### src/ebi_defines.svh
`ifndef EBI_DEFINES_SVH
`define EBI_DEFINES_SVH
// Bus widths
`define EBI_DATA_W       32
`define EBI_HALF_W       16
`define EBI_ADDR_W       26
`define EBI_ADDR_MIN_W   20
`define EBI_ADDR_MID_W   24
`define EBI_LANES        4
`define EBI_NUM_CS       4
// Bus clock is system clock divided by this
`define EBI_CLK_DIV      2
// Wait state counter width and default
`define EBI_WS_W         4
`define EBI_WS_DEFAULT   4'h0
// Burst beat counter width
`define EBI_BEAT_W       2
// Access sizes
`define EBI_SZ_BYTE      2'h0
`define EBI_SZ_HALF      2'h1
`define EBI_SZ_WORD      2'h2
`endif

### src/ebi_pkg.sv
package ebi_pkg;
	// Core side request
	typedef struct packed {
		logic [31:0] addr;
		logic [31:0] wdata;
		logic [1:0]  size;
		logic        write;
		logic        burst;
	} ebi_req_t;
	// Pin side bundle
	typedef struct packed {
		logic [25:0] addr;
		logic [31:0] dout;
		logic [3:0]  cs_n;
		logic [3:0]  strobe_n;
		logic        oe_n;
		logic        data_oe_n;
		logic        adv_n;
	} pin_out_t;
	// Controller states, Gray along the main path
	typedef enum logic [2:0] {
		st_idle  = 3'b000,
		st_addr  = 3'b001,
		st_wait  = 3'b011,
		st_data  = 3'b010,
		st_done  = 3'b110
	} ebi_state_t;
endpackage

### src/lane_strobe_gen.sv
`timescale 1ns/1ps
`include "ebi_defines.svh"
// Byte lane strobe pattern from size and address
module lane_strobe_gen #(
	parameter bit HALF_BUS = 1'b0
) (
	// Access
	input  wire logic [1:0] size,
	input  wire logic [1:0] addr_lo,
	// Pattern, bit 0 is lane DATA[0:7]
	output logic      [3:0] lanes
);
	// Lane 0 is the most significant byte, so byte 0 maps to lane 0
	always_comb begin
		lanes = 4'h0;
		case (size)
			`EBI_SZ_BYTE: begin
				if (HALF_BUS)
					lanes[{1'b0, addr_lo[0]}] = 1'b1;
				else
					lanes[addr_lo] = 1'b1;
			end
			`EBI_SZ_HALF: begin
				if (HALF_BUS)
					lanes = 4'h3;
				else
					lanes = addr_lo[1] ? 4'hc : 4'h3;
			end
			default: begin
				lanes = HALF_BUS ? 4'h3 : 4'hf;
			end
		endcase
	end
endmodule

### src/external_sram_bus.sv
`timescale 1ns/1ps
`include "ebi_defines.svh"
// Overview of operation
// - Wide variant drives a 32-bit data bus and up to 26 address bits.
// - Restricted variant uses only the 16-bit data bus for all transfers.
// - At least 20 address lines; wider variants extend to 24 or 26.
// - Address pin 31 carries the lowest-order address bit.
// - Data pin 31 is the LSB, pin 0 the MSB of the word.
// - Bus clock runs at half the system clock.
// - Strobe n qualifies data pins 8n to 8n+7.
// - Per chip select bit picks write enable or byte enable function.
// - Address pin 30 selects the 16-bit half in paired memories.
// - Word, half and byte accesses via per-lane strobes.
// - Configurable wait states per chip select, for pipelined memory.
// - A read stalls the core until the data returns.
module external_sram_bus #(
	parameter int ADDR_W   = `EBI_ADDR_W,
	parameter bit HALF_BUS = 1'b0,
	parameter int NUM_CS   = `EBI_NUM_CS
) (
	// Clock and reset
	input  wire logic                    clock,
	input  wire logic                    srst,
	// Core request
	input  wire logic                    req_valid,
	input  wire ebi_pkg::ebi_req_t       req,
	output logic                         req_ready,
	output logic                         core_stall,
	output logic [31:0]                  rdata,
	output logic                         rdata_valid,
	// Region configuration
	input  wire logic [NUM_CS-1:0][31:0] cs_base,
	input  wire logic [NUM_CS-1:0][31:0] cs_mask,
	input  wire logic [NUM_CS-1:0]       cs_enable,
	input  wire logic [NUM_CS-1:0]       cs_byte_en_mode,
	input  wire logic [NUM_CS-1:0][3:0]  cs_wait,
	// Memory pins
	output logic                         bus_clk,
	output logic [32-ADDR_W:31]          addr_pin,
	output logic [0:31]                  data_out,
	output logic                         data_oe_n,
	input  wire logic [0:31]             data_in,
	output logic [NUM_CS-1:0]            cs_n,
	output logic [0:3]                   byte_lane_strobe_n,
	output logic                         oe_n,
	output logic                         adv_n,
	output logic                         access_error
);
	// Burst of four beats
	localparam logic [1:0] LAST_BEAT = 2'h3;
	ebi_pkg::ebi_state_t state_q, state_d;
	logic                 div_q, div_d;
	logic [3:0]           ws_q, ws_d;
	logic [1:0]           beat_q, beat_d;
	logic [NUM_CS-1:0]    sel_q, sel_d, hit;
	ebi_pkg::ebi_req_t    cur_q, cur_d;
	logic [31:0]          rdata_d;
	logic                 rv_d, err_d;
	logic [3:0]           lanes;
	logic [31:0]          cur_addr;
	logic [31:0]          wsrc;
	logic                 one_hit;

	assign div_d = ~div_q;

	always_comb begin
		hit = '0;
		for (int i = 0; i < NUM_CS; i++) begin
			hit[i] = cs_enable[i] &
				((req.addr & cs_mask[i]) == (cs_base[i] & cs_mask[i]));
		end
	end
	assign one_hit = (hit != '0) && ((hit & (hit - 1'b1)) == '0);
	// Beat address from next values, so pins move with the beat
	assign cur_addr = {cur_d.addr[31:4], 2'(cur_d.addr[3:2] + beat_d),
		cur_d.addr[1:0]};

	// narrow bus: addressed half rides on pins 0-15
	// A word on the narrow bus moves its addressed half only
	always_comb begin
		wsrc = cur_d.wdata;
		if (HALF_BUS)
			wsrc = cur_d.addr[1] ? {cur_d.wdata[15:0], 16'h0000} :
				{cur_d.wdata[31:16], 16'h0000};
	end

	lane_strobe_gen #(
		.HALF_BUS (HALF_BUS)
	) u_lanes (
		.size    (cur_q.size),
		.addr_lo (cur_q.addr[1:0]),
		.lanes   (lanes)
	);

	// Sequencer; advances only on bus clock high phase, except done, which returns to idle on the next clock
	always_comb begin
		state_d = state_q;
		ws_d    = ws_q;
		beat_d  = beat_q;
		sel_d   = sel_q;
		cur_d   = cur_q;
		rdata_d = rdata;
		rv_d    = 1'b0;
		err_d   = 1'b0;
		case (state_q)
			ebi_pkg::st_idle: begin
				if (req_valid && div_q) begin
					if (one_hit) begin
						cur_d   = req;
						sel_d   = hit;
						beat_d  = 2'h0;
						state_d = ebi_pkg::st_addr;
					end else begin
						// Unmapped or overlapped: answer with error, no strobe
						err_d = 1'b1;
						rv_d  = ~req.write;
					end
				end
			end
			ebi_pkg::st_addr: begin
				if (div_q) begin
					ws_d = 4'h0;
					state_d = ebi_pkg::st_wait;
				end
			end
			ebi_pkg::st_wait: begin
				if (div_q) begin
					if (ws_q >= cs_wait[0]) begin
						state_d = ebi_pkg::st_data;
					end
					for (int i = 0; i < NUM_CS; i++) begin
						if (sel_q[i] && ws_q < cs_wait[i]) begin
							state_d = ebi_pkg::st_wait;
						end
						if (sel_q[i] && ws_q >= cs_wait[i]) begin
							state_d = ebi_pkg::st_data;
						end
					end
					ws_d = ws_q + 4'h1;
				end
			end
			ebi_pkg::st_data: begin
				if (div_q) begin
					if (!cur_q.write) begin
						rdata_d = data_in;
						// narrow bus returns the addressed half
						if (HALF_BUS)
							rdata_d = cur_q.addr[1] ?
								{16'h0000, data_in[0:15]} :
								{data_in[0:15], 16'h0000};
						rv_d    = 1'b1;
					end
					if (cur_q.burst && beat_q != LAST_BEAT) begin
						beat_d  = beat_q + 2'h1;
						state_d = ebi_pkg::st_wait;
						ws_d    = 4'h0;
					end else begin
						state_d = ebi_pkg::st_done;
					end
				end
			end
			ebi_pkg::st_done: begin
				sel_d   = '0;
				state_d = ebi_pkg::st_idle;
			end
			default: begin
				state_d = ebi_pkg::st_idle;
			end
		endcase
	end

	// Register stage
	always_ff @(posedge clock) begin
		if (srst) begin
			state_q  <= ebi_pkg::st_idle;
			div_q    <= 1'b0;
			ws_q     <= `EBI_WS_DEFAULT;
			beat_q   <= 2'h0;
			sel_q    <= '0;
			cur_q    <= '0;
			rdata    <= 32'h0000_0000;
			rdata_valid  <= 1'b0;
			access_error <= 1'b0;
		end else begin
			state_q  <= state_d;
			div_q    <= div_d;
			ws_q     <= ws_d;
			beat_q   <= beat_d;
			sel_q    <= sel_d;
			cur_q    <= cur_d;
			rdata    <= rdata_d;
			rdata_valid  <= rv_d;
			access_error <= err_d;
		end
	end

	// Pin registers, all outputs from flip-flops
	always_ff @(posedge clock) begin
		if (srst) begin
			bus_clk   <= 1'b0;
			addr_pin  <= '0;
			data_out  <= 32'h0000_0000;
			data_oe_n <= 1'b1;
			cs_n      <= '1;
			byte_lane_strobe_n <= 4'hf;
			oe_n      <= 1'b1;
			adv_n     <= 1'b1;
			req_ready <= 1'b0;
			core_stall <= 1'b0;
		end else begin
			// bus clock toggles every system clock
			bus_clk   <= div_d;
			// ADDR_W pins, 20 to 26 by variant
			// pin 31 gets address bit 0
			// pin 30 picks the 16-bit half
			for (int b = 32 - ADDR_W; b < 32; b++) begin
				addr_pin[b] <= cur_addr[31 - b];
			end
			// data pin 0 carries bit 31
			for (int b = 0; b < 32; b++) begin
				data_out[b] <= wsrc[31 - b];
			end
			// Data driven only while a write is in flight
			data_oe_n <= !(state_d != ebi_pkg::st_idle && cur_d.write);
			cs_n      <= ~sel_d;
			adv_n     <= !(state_d == ebi_pkg::st_addr);
			oe_n      <= !(state_d != ebi_pkg::st_idle &&
				state_d != ebi_pkg::st_done && !cur_d.write);
			for (int l = 0; l < 4; l++) begin
				byte_lane_strobe_n[l] <= !(lanes[l] &&
					(state_d == ebi_pkg::st_data) &&
					(cur_q.write || (|(sel_q & cs_byte_en_mode))));
			end
			req_ready  <= (state_d == ebi_pkg::st_idle) && div_d;
			core_stall <= (state_d != ebi_pkg::st_idle) && !cur_d.write;
		end
	end

	property p_one_cs;
		@(posedge clock) disable iff (srst)
		(state_q == ebi_pkg::st_data) |-> $onehot(~cs_n);
	endproperty
	a_one_cs: assert property (p_one_cs) else $error("cs not one-hot");
	property p_half;
		@(posedge clock) disable iff (srst)
		bus_clk |=> !bus_clk;
	endproperty
	a_half: assert property (p_half) else $error("bus clock rate");
	property p_stall;
		@(posedge clock) disable iff (srst)
		$rose(rdata_valid) && !access_error && state_q == ebi_pkg::st_done
			|-> $past(core_stall);
	endproperty
	a_stall: assert property (p_stall) else $error("read without stall");
	// select steady through waits and beats
	property p_cs_hold;
		@(posedge clock) disable iff (srst)
		(state_q == ebi_pkg::st_wait || state_q == ebi_pkg::st_data)
			|-> $stable(cs_n);
	endproperty
	a_cs_hold: assert property (p_cs_hold) else $error("cs moved");
	// write-enable region keeps strobes off on reads
	property p_we_read;
		@(posedge clock) disable iff (srst)
		(state_q == ebi_pkg::st_data && !cur_q.write &&
			(sel_q & cs_byte_en_mode) == '0) |-> (&byte_lane_strobe_n);
	endproperty
	a_we_read: assert property (p_we_read) else $error("read strobe");
	// low address bits on pins 30 and 31
	property p_addr_low;
		@(posedge clock) disable iff (srst)
		(state_q != ebi_pkg::st_idle) |->
			(addr_pin[30:31] == cur_q.addr[1:0]);
	endproperty
	a_addr_low: assert property (p_addr_low) else $error("addr");
endmodule

### config.mk
export PLATFORM = sky130hd
export DESIGN_NAME = external_sram_bus
export DESIGN_NICKNAME = d
export VERILOG_FILES = /design/src/ebi_pkg.sv /design/src/lane_strobe_gen.sv /design/src/external_sram_bus.sv
export VERILOG_INCLUDE_DIRS = /design/src
export SDC_FILE = /design/constraint.sdc
export NUM_CORES = 1
export LEC_CHECK = 0
export BUFFER_PORTS_ARGS = -buffer_cell sky130_fd_sc_hd__buf_2
export CORE_AREA = 2 2 189 191
export DETAILED_ROUTE_END_ITERATION = 16
export DIE_AREA = 0 0 191 193
export GPL_ROUTABILITY_DRIVEN = 1
export SYNTH_ARGS = -nofsm -noshare
export SYNTH_HDL_FRONTEND = slang
export SYNTH_SLANG_ARGS = --single-unit
### constraint.sdc
create_clock -name clock -period 4.1 [get_ports clock]
set_input_delay 0.82 -clock clock [delete_from_list [all_inputs] [get_ports clock]]
set_output_delay 0.82 -clock clock [all_outputs]
set_load 0.1 [all_outputs]
==> results of run 1 <==
## flip-flops by register name, indices dropped and copies added (netlist names), 2 cells and up
name,cells
ws_q,4
state_q,3
addr_pin,2
sel_q,4
byte_lane_strobe_n,4
rdata,32
data_out,32
beat_q,2
cur_q,30
cs_n,4
## layout by cell type (no fill, tap or decap), drive strengths merged, types with 6 or more instances in the layout
cell type / netlist / final
or3: 6 / 6
nor2: 76 / 76
a21o: 7 / 7
a22oi: 102 / 102
a222oi: 7 / 7
ha: 19 / 19
nor2b: 8 / 8
dfxtp: 125 / 125
diode: 0 / 9
nand4: 32 / 32
nand3: 12 / 12
buf: 74 / 536
mux2i: 60 / 60
clkbuf: 40 / 23
nand2: 90 / 90
nor3: 10 / 10
a221oi: 8 / 8
xor2: 128 / 128
a21oi: 53 / 53
inv: 23 / 23
o21ai: 13 / 13
## cell type report
type / instances / area share
inverters: 23 / 0.00757
multi-input cells: 691 / 0.420
diodes: 9 / 0.00198
flip-flops and latches: 125 / 0.220
clock inverters: 7 / 0.00966
repair buffers: 536 / 0.247
clock buffers: 23 / 0.0437
well taps: 461 / 0.0506
## worst max path at each step
stage                 start                  endpoint  depth (start not counted)
finish              req[47]   addr_pin[28]$_SDFF_PP0_                         15
floorplan           req[39]   addr_pin[28]$_SDFF_PP0_                         15
global route        req[50]   addr_pin[28]$_SDFF_PP0_                         15
global placement    req[50]  data_out[5]$_SDFFE_PP0P_                         13
CTS                 req[36]   addr_pin[28]$_SDFF_PP0_                         14
detailed placement  req[36]   addr_pin[28]$_SDFF_PP0_                         14
## Yosys cell counts, drive strengths merged (3+ instances only)
cell type and number:
a21o 7, a22oi 102, buf 74, o211a 4
a22o 3, a21oi 53, inv 23, nor2 76
or2 5, nand3 12, nor2b 8, a222oi 7
dfxtp 125, xor2 128, a221o 4, nor4 3
a221oi 8, nor3 10, nand4 32, or3b 3
clkbuf 40, and3 4, nand2b 4, o21a 3
ha 19, mux2i 60, nand2 90, or3 6
o21ai 13
## metal layers
metal | share of wire | track usage
met5 | 0.00092 | 0
met1 | 0.42 | 0.270
met4 | 0.021 | 0.0704
met2 | 0.46 | 0.349
met3 | 0.10 | 0.0822
## power breakdown
part / total (mW) / internal (mW) / switching, mW
Clock: 1.58 / 1.03 / 0.559
Combinational: 0.690 / 0.295 / 0.395
Sequential: 1.22 / 1.22 / 0.00239
Total: 3.49 / 2.54 / 0.957
## cell families (layout without fill, tap and decap cells)
family | Yosys count | after routing | synth area share
compound gates | 222 | 222 | 0.195
xor+xnor | 128 | 128 | 0.139
fa+ha+maj | 19 | 19 | 0.0294
buf+inv | 137 | 589 | 0.0995
flops | 125 | 125 | 0.310
mux | 61 | 61 | 0.0762
other cells | 0 | 9 | 0
simple gates | 261 | 261 | 0.151
## through the flow
step                      setup slack, ps  utilization  TNS (ps)  instance area, sq um
after detailed placement             -201        0.308     -4910                 10800
after global routing                 6.92        0.326         0                 11400
after floorplan                       117            -         0                  8070
after CTS                             255        0.325         0                 11400
final                                 241        0.326         0                 11400
after global placement               -186        0.308     -4660                 10800
## worst max-delay path, cell delays in order
cell and delay [ps]:
buf_2 150, xor2_1 170, a22oi_1 270, buf_4 190, nand4_1 80, or4_4 550
o211a_1 240, o211ai_2 220, a31oi_4 130, mux2_4 320, ha_1 210, or3_1 370
a31oi_1 160, a311o_1 160, mux2i_1 180
==> results by group, run 1 <==
Critical path
  • Reg2Reg Depth: 9
  • Critical R2R Launch: state_q[1]$_SDFF_PP0_
  • R2R Setup Slk: 1200 ps
  • Critical path endpoint category: flop
  • FF-to-FF End: addr_pin[28]$_SDFF_PP0_
  • Worst EP arrival: 4220 ps
  • Setup CP Type: in2reg
  • CP required: 4460 ps
  • Crit path launch type: input pin
  • Crit-path max FO: 5

Pwr
  • P_leak: 5.37 nW
  • VDD IR max: 0.286 mV
  • Power Dens Cells: 307 mW/mm^2
  • Final Power: 3.49 mW

Synthesis
  • Top cell type by total area after synthesis: dfxtp_1
  • Post-synthesis cell type count: 51
  • Ys async rst share: 0
  • Syn Nets: 1,355
  • Ranking of synthesized cells by area: dfxtp_1, xor2_1, a22oi_1
  • Synth Cell Area: 0.00807 sq mm
  • Number of synthesized flops with an enable pin: 0
  • Sequential fraction of the synthesis area: 0.310
  • Synth Area per Inst: 8.47 sq um
  • Synthesis warning total: 0
  • Post-Syn Instances: 953
  • Top FF cell, synth: dfxtp_1
  • Synth Register Bits: 125
  • Synth top area share: 0.310

Global routing
  • Antenna violations before repair: 13
  • Largest net degree at the start of global routing: 67
  • Vias in the first global route: 8,977
  • Total GRT Usage: 0.218
  • First-pass GRT wire length: 57.2 mm
  • Total global routing overflow: 0

Status
  • Outcome: completed

Timing
  • Max Clk Rate: 259 MHz
  • Final setup fails: 0
  • RSZ-0062 raised after global routing: no
  • Final clock skew: 10.9 ps
  • Tmin final: 3860 ps
  • Relative slew slack: 0.156
  • Hold WS: 449 ps
  • Least-Margin Pin Slew: 1260 ps
  • Final Hold Viols: 0
  • Count of pins over their slew limit: 0
  • Share of the clock period used by the worst path: 0.941

Detailed routing
  • 1st-pass router iterations: 7
  • Post-detailed-routing wire length: 41.5 mm
  • Initial DRC count: 657
  • Residual DRC: 0
  • Via/cell ratio: 4.83
  • Drt wl/cell: 22.1 um
  • Vias: 9,060
  • Post-detailed-route count of antenna-violating nets: 0

Floorplan
  • Core Region: 0.0350 sq mm
  • Initial Utilization: 0.231
  • Die footprint: 0.0369 sq mm
  • Rows: 69
  • Io pins: 489
  • Die Y: 193 um
  • Die Wd: 191 um

Clock network
  • Skew-Pair Late Insertion Delay: 430 ps
  • H-Tree Depth: 4
  • Cts bufs inserted: 17
  • CTS tree: built
  • Total clock sinks: 125
  • Hold-fix buffers at CTS: 0
  • Clock buffer depth: 2
  • Clock transition at path regs: 60 ps
  • Post-cts sizing count: 0
  • Root Driver: clkbuf_16
  • Post-CTS setup buffer count: 0

Cells and area
  • Final nets: 1,796
  • Multi-input combinational cell area: 0.00479 sq mm
  • # fillers: 3,792
  • FF/Latch Area: 0.00250 sq mm
  • Finished Layout Cells: 1,875
  • Synthesis-to-finish area growth: 41.2%
  • Layout cells sized above 1: 0.413

Job
  • Max_cap viols: 0

Hold path
  • Worst hold start: rdata[17]$_SDFFE_PP0P_
  • HP Class: reg2reg
  • Hold Path End: rdata[17]$_SDFFE_PP0P_
  • Worst hold stages: 2

Placed design
  • IO Port Bufs: 488
  • Placed insts: 1,836
  • GP Congestion: 1.02
  • DPL Wire Length: 35.4 mm
(Power assumes the default switching activity.)
==> run 2, diff against run 1 <==
==> constraint.sdc (replaced) <==
create_clock -name clock -period 4.08 [get_ports clock]
set_input_delay 0.816 -clock clock [delete_from_list [all_inputs] [get_ports clock]]
set_output_delay 0.816 -clock clock [all_outputs]
set_load 0.1 [all_outputs]
==> results by group, run 2 (synthesis gave the netlist of run 1 again) <==
Floorplan
  • Io pins: 489 (unchanged)
  • Die footprint: 0.0369 sq mm (unchanged)
  • Die Y: 193 um (unchanged)
  • Die Wd: 191 um (unchanged)
  • Rows: 69 (unchanged)
  • Initial Utilization: 0.231 (unchanged)
  • Core Region: 0.0350 sq mm (unchanged)

Critical path
  • Worst EP arrival: 4210 ps (about the same)
  • Critical R2R Launch: state_q[1]$_SDFF_PP0_
  • Setup CP Type: in2reg
  • Critical path endpoint category: flop
  • Crit-path cells: buf_2, xor2_1, a22oi_1, nand4_1, or4_4, o211a_1, o211ai_2, a31oi_4, mux2_4, ha_1, or3_1, a31oi_1, a311o_1, mux2i_1
  • CP peak stage delay: 460 ps (-90 ps)
  • Reg2Reg Depth: 9 (unchanged)
  • WP buf/inv: 1 (-1)
  • Crit path to: addr_pin[28]$_SDFF_PP0_
  • CP required: 4430 ps (-30 ps)
  • Crit path from: req[36]
  • R2R Setup Slk: 1210 ps (about the same)
  • Slowest library cell on the worst path: or4_4
  • Crit-path max FO: 4 (-1)
  • Crit path launch type: input pin
  • Crit path max-delay family: compound AO/OA/AOI/OAI gates
  • FF-to-FF End: addr_pin[28]$_SDFF_PP0_
  • Worst path depth: 14 (-1)

Timing
  • Max Clk Rate: 259 MHz
  • Final Hold Viols: 0 (unchanged)
  • Least-Margin Pin Slew: 1320 ps (+52.2 ps)
  • Tmin final: 3860 ps
  • Share of the clock period used by the worst path: 0.946
  • Setup ws final: 220 ps (-20.5 ps)
  • Relative slew slack: 0.121 (-0.0349)
  • Final clock skew: 10.5 ps (-0.344 ps)
  • RSZ-0062 raised after global routing: no
  • TNS Setup: 0 ps (unchanged)
  • Final setup fails: 0 (unchanged)
  • Count of pins over their slew limit: 0 (unchanged)

Detailed routing
  • Met3 wire len: 4.33 mm (+3.6%)
  • Residual DRC: 0 (unchanged)
  • Post-detailed-route count of antenna-violating nets: 0 (unchanged)
  • Met1 wire length: 17.3 mm (about the same)
  • Drt wl/cell: 22.1 um (-0.33%)
  • Routed length on met2: 18.9 mm (-1.3%)
  • Post-detailed-routing wire length: 41.5 mm (-0.12%)
  • Max layer used: met5
  • Vias: 9,150 (+0.99%)
  • 1st-pass router iterations: 5 (-2)
  • Via/cell ratio: 4.87 (+0.78%)
  • Initial DRC count: 689 (+4.9%)

Clock network
  • Root Driver: clkbuf_16
  • Cts bufs inserted: 17 (unchanged)
  • Post-cts sizing count: 0 (unchanged)
  • H-Tree Depth: 4 (unchanged)
  • Hold-fix buffers at CTS: 0 (unchanged)
  • CTS tree: built
  • Skew-Pair Late Insertion Delay: 430 ps (about the same)
  • Clock transition at path regs: 50 ps (about the same)
  • Total clock sinks: 125 (unchanged)
  • Clock buffer depth: 2 (unchanged)
  • Post-CTS setup buffer count: 0 (unchanged)

Global routing
  • Largest net degree at the start of global routing: 69 (+3.0%)
  • Vias in the first global route: 8,997 (+0.22%)
  • First-pass GRT wire length: 57.0 mm (-0.45%)
  • Antenna violations before repair: 11 (-2)
  • Total global routing overflow: 0 (unchanged)
  • Total GRT Usage: 0.216 (-0.00225)

Pwr
  • P_sw: 0.979 mW (+2.3%)
  • VDD IR max: 0.314 mV (+9.9%)
  • Internal Power: 2.56 mW (+0.77%)
  • Power Dens Cells: 309 mW/mm^2 (+0.87%)
  • Clock network power share: 0.455 (about the same)
  • P_leak: 5.39 nW (+0.35%)
  • Seq pwr share: 0.347 (-0.002)
  • Sw frac: 0.277 (+0.00303)
  • Logic gate share of total power: 0.198 (about the same)

Placed design
  • Dpl ws: -181 ps (+20.2 ps)
  • GP Congestion: 1.05 (+2.1%)
  • DPL Wire Length: 35.3 mm (-0.35%)
  • IO Port Bufs: 488 (unchanged)

Job
  • Max_cap viols: 0 (unchanged)

Cells and area
  • Most frequent cells in the layout: buf_2, xor2_1, dfxtp_1
  • Layout cells sized above 1: 0.414 (+0.00137)
  • Commonest non-fill, non-tap cell in the layout: buf_2
  • Final nets: 1,801 (+0.28%)
  • Largest regs: data_out (32), rdata (32), cur_q (30)
  • Synthesis-to-finish area growth: 41.6%

Hold path
  • HP Class: reg2reg

Status
  • Outcome: completed
[run 2: cell types whose count changed in the layout (fill, tap and decap cells not counted), sizes merged]
cell and delta:
buf +5, clkinv -2, clkbuf +1, clkinvlp +1, diode -1
[run 2: layer usage]
layer  vias to the layer above  global-route usage
met5                         -                   0
met4                         8              0.0590
met3                        65              0.0827
met2                       470               0.348
met1                      4353               0.268
li1                       4254                   -
[run 2: worst register-to-register path, delay by kind of cell (launching register included)]
family / cells / cell delay [ps]
and+or+nand+nor: 3 / 1020
AOI/OAI and AO/OA: 3 / 570
DFF: 1 / 500
muxes: 2 / 490
adders and majority gates: 1 / 210
[run 2: metrics by stage]
| stage | hold WS (ps) | total power [mW] | std cells | cell area [sq um] | util |
|---|---|---|---|---|---|
| 5_1_grt | 464 | 3.67 | 1874 | 11400 | 0.327 |
| 6_report | 449 | 3.54 | 1879 | 11400 | 0.327 |
| 2_1_floorplan | 452 | 1.54 | 953 | 8070 | - |
| 3_5_place_dp | 444 | 1.93 | 1841 | 10800 | 0.309 |
| 4_1_cts | 451 | 3.57 | 1871 | 11400 | 0.326 |
| 3_3_place_gp | 439 | 1.94 | 1841 | 10800 | 0.309 |
[run 2: how the worst min path moves through the flow]
stage / depth (start not counted) / to / from / slack [ps]
after floorplan: 2 / cur_q[0]$_SDFFE_PP0P_ / cur_q[0]$_SDFFE_PP0P_ / 450
after global placement: 2 / rdata[15]$_SDFFE_PP0P_ / rdata[15]$_SDFFE_PP0P_ / 440
after detailed placement: 2 / rdata[29]$_SDFFE_PP0P_ / rdata[29]$_SDFFE_PP0P_ / 440
after CTS: 2 / rdata[29]$_SDFFE_PP0P_ / rdata[29]$_SDFFE_PP0P_ / 450
after global routing: 2 / rdata[21]$_SDFFE_PP0P_ / rdata[21]$_SDFFE_PP0P_ / 460
final: 2 / rdata[29]$_SDFFE_PP0P_ / rdata[29]$_SDFFE_PP0P_ / 450
[run 2: final cells by class]
type                       instances  area, sq um
antenna                            8         20.0
fill                            3745        23500
sequential                       125         2500
inverter                          23         86.3
multi-input combinational        691         4790
clock buffer                      24          502
tap                              461          577
clock inverter                     6          108
timing repair buffer             541         2860
[run 2: power groups by stage]
stage	Clock [mW]	Combinational, mW	Sequential [mW]
floorplan	0	0.276	1.26
global placement	0	0.684	1.25
detailed placement	0	0.681	1.25
CTS	1.66	0.685	1.23
global route	1.71	0.738	1.23
finish	1.61	0.701	1.23
==> run 3, diff against run 2 <==
==> constraint.sdc (replaced) <==
create_clock -name clock -period 4.08 [get_ports clock]
set_input_delay 0.408 -clock clock [delete_from_list [all_inputs] [get_ports clock]]
set_output_delay 0.408 -clock clock [all_outputs]
set_load 0.1 [all_outputs]
==> results by group, run 3 (synthesis gave the netlist of run 1 again) <==
Critical path
  • Setup CP Type: in2reg
  • Critical R2R Launch: state_q[1]$_SDFF_PP0_
  • CP peak stage delay: 560 ps (+100 ps)
  • Reg2Reg Depth: 9 (unchanged)
  • Worst EP arrival: 3970 ps (-240 ps)
  • Slowest library cell on the worst path: or4_4
  • Crit-path cells: buf_2, xor2_1, a22oi_1, nand4_1, or4_4, o211a_1, o211ai_2, a31oi_4, mux2_4, ha_1, or3_1, a31oi_1, a311o_1, mux2i_1
  • Crit path launch type: input pin
  • Critical path endpoint category: flop
  • CP required: 4420 ps (about the same)
  • R2R Setup Slk: 1160 ps (-50 ps)
  • FF-to-FF End: addr_pin[28]$_SDFF_PP0_
  • Crit-path max FO: 5 (+1)

Cells and area
  • Commonest non-fill, non-tap cell in the layout: buf_2
  • Synthesis-to-finish area growth: 38.1%
  • Multi-input combinational cell area: 0.00479 sq mm (unchanged)
  • FF/Latch Area: 0.00250 sq mm (unchanged)
  • Final Cell Area: 0.0112 sq mm (-2.5%)
  • Final nets: 1,765 (-2.0%)
  • Largest regs: data_out (32), rdata (32), cur_q (30)
  • # fillers: 3,806 (+1.6%)
  • Most frequent cells in the layout: buf_2, xor2_1, dfxtp_1
  • Layout cells sized above 1: 0.401 (-0.0130)

Clock network
  • CTS tree: built
  • Skew-Pair Late Insertion Delay: 430 ps (about the same)
  • Root Driver: clkbuf_16
  • H-Tree Depth: 4 (unchanged)
  • Hold-fix buffers at CTS: 0 (unchanged)
  • Clock transition at path regs: 70 ps (+20 ps)
  • Total clock sinks: 125 (unchanged)
  • Post-CTS setup buffer count: 0 (unchanged)
  • Clock buffer depth: 2 (unchanged)
  • Cts bufs inserted: 17 (unchanged)
  • Post-cts sizing count: 0 (unchanged)

Global routing
  • M1 GR Usage: 0.260 (-0.00857)
  • Most used routing layer: met2
  • Total GRT Usage: 0.211 (-0.00450)
  • Vias in the first global route: 8,789 (-2.3%)
  • Grt met3 use: 0.0852 (+0.00253)
  • Largest net degree at the start of global routing: 69 (unchanged)
  • First-pass GRT wire length: 56.2 mm (-1.5%)
  • Met2 Use GR: 0.340 (-0.00766)
  • Total global routing overflow: 0 (unchanged)
  • Antenna violations before repair: 12 (+1)

Timing
  • Final Hold Viols: 0 (unchanged)
  • Hold WS: 209 ps (-240 ps)
  • Final setup fails: 0 (unchanged)
  • Tmin final: 3630 ps (-234 ps)
  • Relative slew slack: 0.222 (+0.100)
  • TNS Setup: 0 ps (unchanged)
  • Least-Margin Pin Slew: 1170 ps (-149 ps)
  • RSZ-0062 raised after global routing: no
  • Final clock skew: 26.9 ps (+16.4 ps)
  • Share of the clock period used by the worst path: 0.889 (-0.0573)
  • Max Clk Rate: 276 MHz (+6.4%)
  • Count of pins over their slew limit: 0 (unchanged)

Hold path
  • HP Class: in2reg
  • Worst hold stages: 3 (+1)
  • Worst hold start: req[14]
  • Hold Path End: data_out[21]$_SDFFE_PP0P_

Detailed routing
  • Residual DRC: 0 (unchanged)
  • Via/cell ratio: 4.87 (about the same)
  • Post-detailed-route count of antenna-violating nets: 0 (unchanged)
  • Post-detailed-routing wire length: 40.7 mm (-1.9%)
  • Vias: 8,990 (-1.7%)
  • Initial DRC count: 578 (-16%)
  • 1st-pass router iterations: 8 (+3)
  • Drt wl/cell: 22.0 um (-0.22%)

Pwr
  • Power Dens Cells: 310 mW/mm^2 (+0.17%)
  • Logic gate share of total power: 0.194 (-0.004)
  • VDD IR max: 0.278 mV (-11%)
  • Sw frac: 0.291 (+0.0142)
  • Internal Power: 2.45 mW (-4.2%)
  • P_sw: 1.01 mW (+2.7%)
  • Seq pwr share: 0.355 (+0.008)
  • P_leak: 5.20 nW (-3.5%)
  • Clock network power share: 0.451 (-0.004)

Floorplan
  • Io pins: 489 (unchanged)
  • Core Region: 0.0350 sq mm (unchanged)
  • Die footprint: 0.0369 sq mm (unchanged)
  • Die Y: 193 um (unchanged)
  • Initial Utilization: 0.231 (unchanged)
  • Rows: 69 (unchanged)
  • Die Wd: 191 um (unchanged)

Placed design
  • DPL Wire Length: 34.3 mm (-2.9%)
  • GP Congestion: 0.993 (-5.0%)
  • Placed inst area: 0.0105 sq mm (-2.6%)
  • IO Port Bufs: 488 (unchanged)

Status
  • Outcome: completed

Job
  • Max_cap viols: 0 (unchanged)
run 3: cell types whose count changed in the layout (fill, tap and decap cells not counted):
cell / previous run / this run
buf_4: 53 / 18
clkinv_4: 0 / 3
clkbuf_1: 2 / 0
clkbuf_8: 5 / 3
clkinvlp_4: 1 / 3
diode_2: 8 / 10
inv_6: 0 / 2
buf_12: 1 / 0
bufinv_16: 3 / 2
run 3: power by group through the flow:
stage / combinational [mW] / sequential, mW / clock, mW
floorplan: 0.276 / 1.26 / 0
global placement: 0.654 / 1.25 / 0
detailed placement: 0.650 / 1.25 / 0
CTS: 0.653 / 1.22 / 1.62
global route: 0.709 / 1.22 / 1.67
finish: 0.670 / 1.23 / 1.56
run 3: layer usage:
| layer | up-vias | wire length, um | part of all wire |
|---|---|---|---|
| met2 | 485 | 18700 | 0.46 |
| met4 | 6 | 748 | 0.018 |
| met5 | - | 42 | 0.0010 |
| li1 | 4188 | - | - |
| met1 | 4259 | 16600 | 0.41 |
| met3 | 52 | 4640 | 0.11 |
run 3: worst max-delay path: cells and delay by family:
family	cells	cell delay, ps
compound gates	6	1420
buf+inv	1	160
fa+ha+maj	1	200
simple gates	3	1090
xor+xnor	1	170
mux	2	510
run 3: layout make-up:
| cell class | count | share of cell area |
|---|---|---|
| Clock inverter | 12 | 0.0122 |
| Multi-Input combinational cell | 691 | 0.429 |
| Inverter | 23 | 0.00774 |
| Timing Repair Buffer | 505 | 0.231 |
| Antenna cell | 10 | 0.00224 |
| Clock buffer | 20 | 0.0418 |
| Tap cell | 461 | 0.0517 |
| Sequential cell | 125 | 0.224 |
run 3: metrics by stage:
step | power, mW | worst slack [ps] | util | instances
detailed placement | 1.90 | 93.8 | 0.301 | 1805
global placement | 1.91 | 163 | 0.301 | 1805
floorplan | 1.54 | 509 | - | 953
CTS | 3.50 | 526 | 0.318 | 1837
global route | 3.60 | 397 | 0.319 | 1843
finish | 3.45 | 454 | 0.319 | 1847
run 3: worst max-delay path by stage:
| stage | end | depth (start not counted) | startpoint |
|---|---|---|---|
| global route | addr_pin[28]$_SDFF_PP0_ | 14 | req[60] |
| detailed placement | addr_pin[28]$_SDFF_PP0_ | 14 | req[60] |
| global placement | addr_pin[28]$_SDFF_PP0_ | 14 | req[60] |
| floorplan | addr_pin[28]$_SDFF_PP0_ | 15 | req[39] |
| finish | addr_pin[28]$_SDFF_PP0_ | 14 | req[47] |
| CTS | addr_pin[28]$_SDFF_PP0_ | 14 | req[60] |
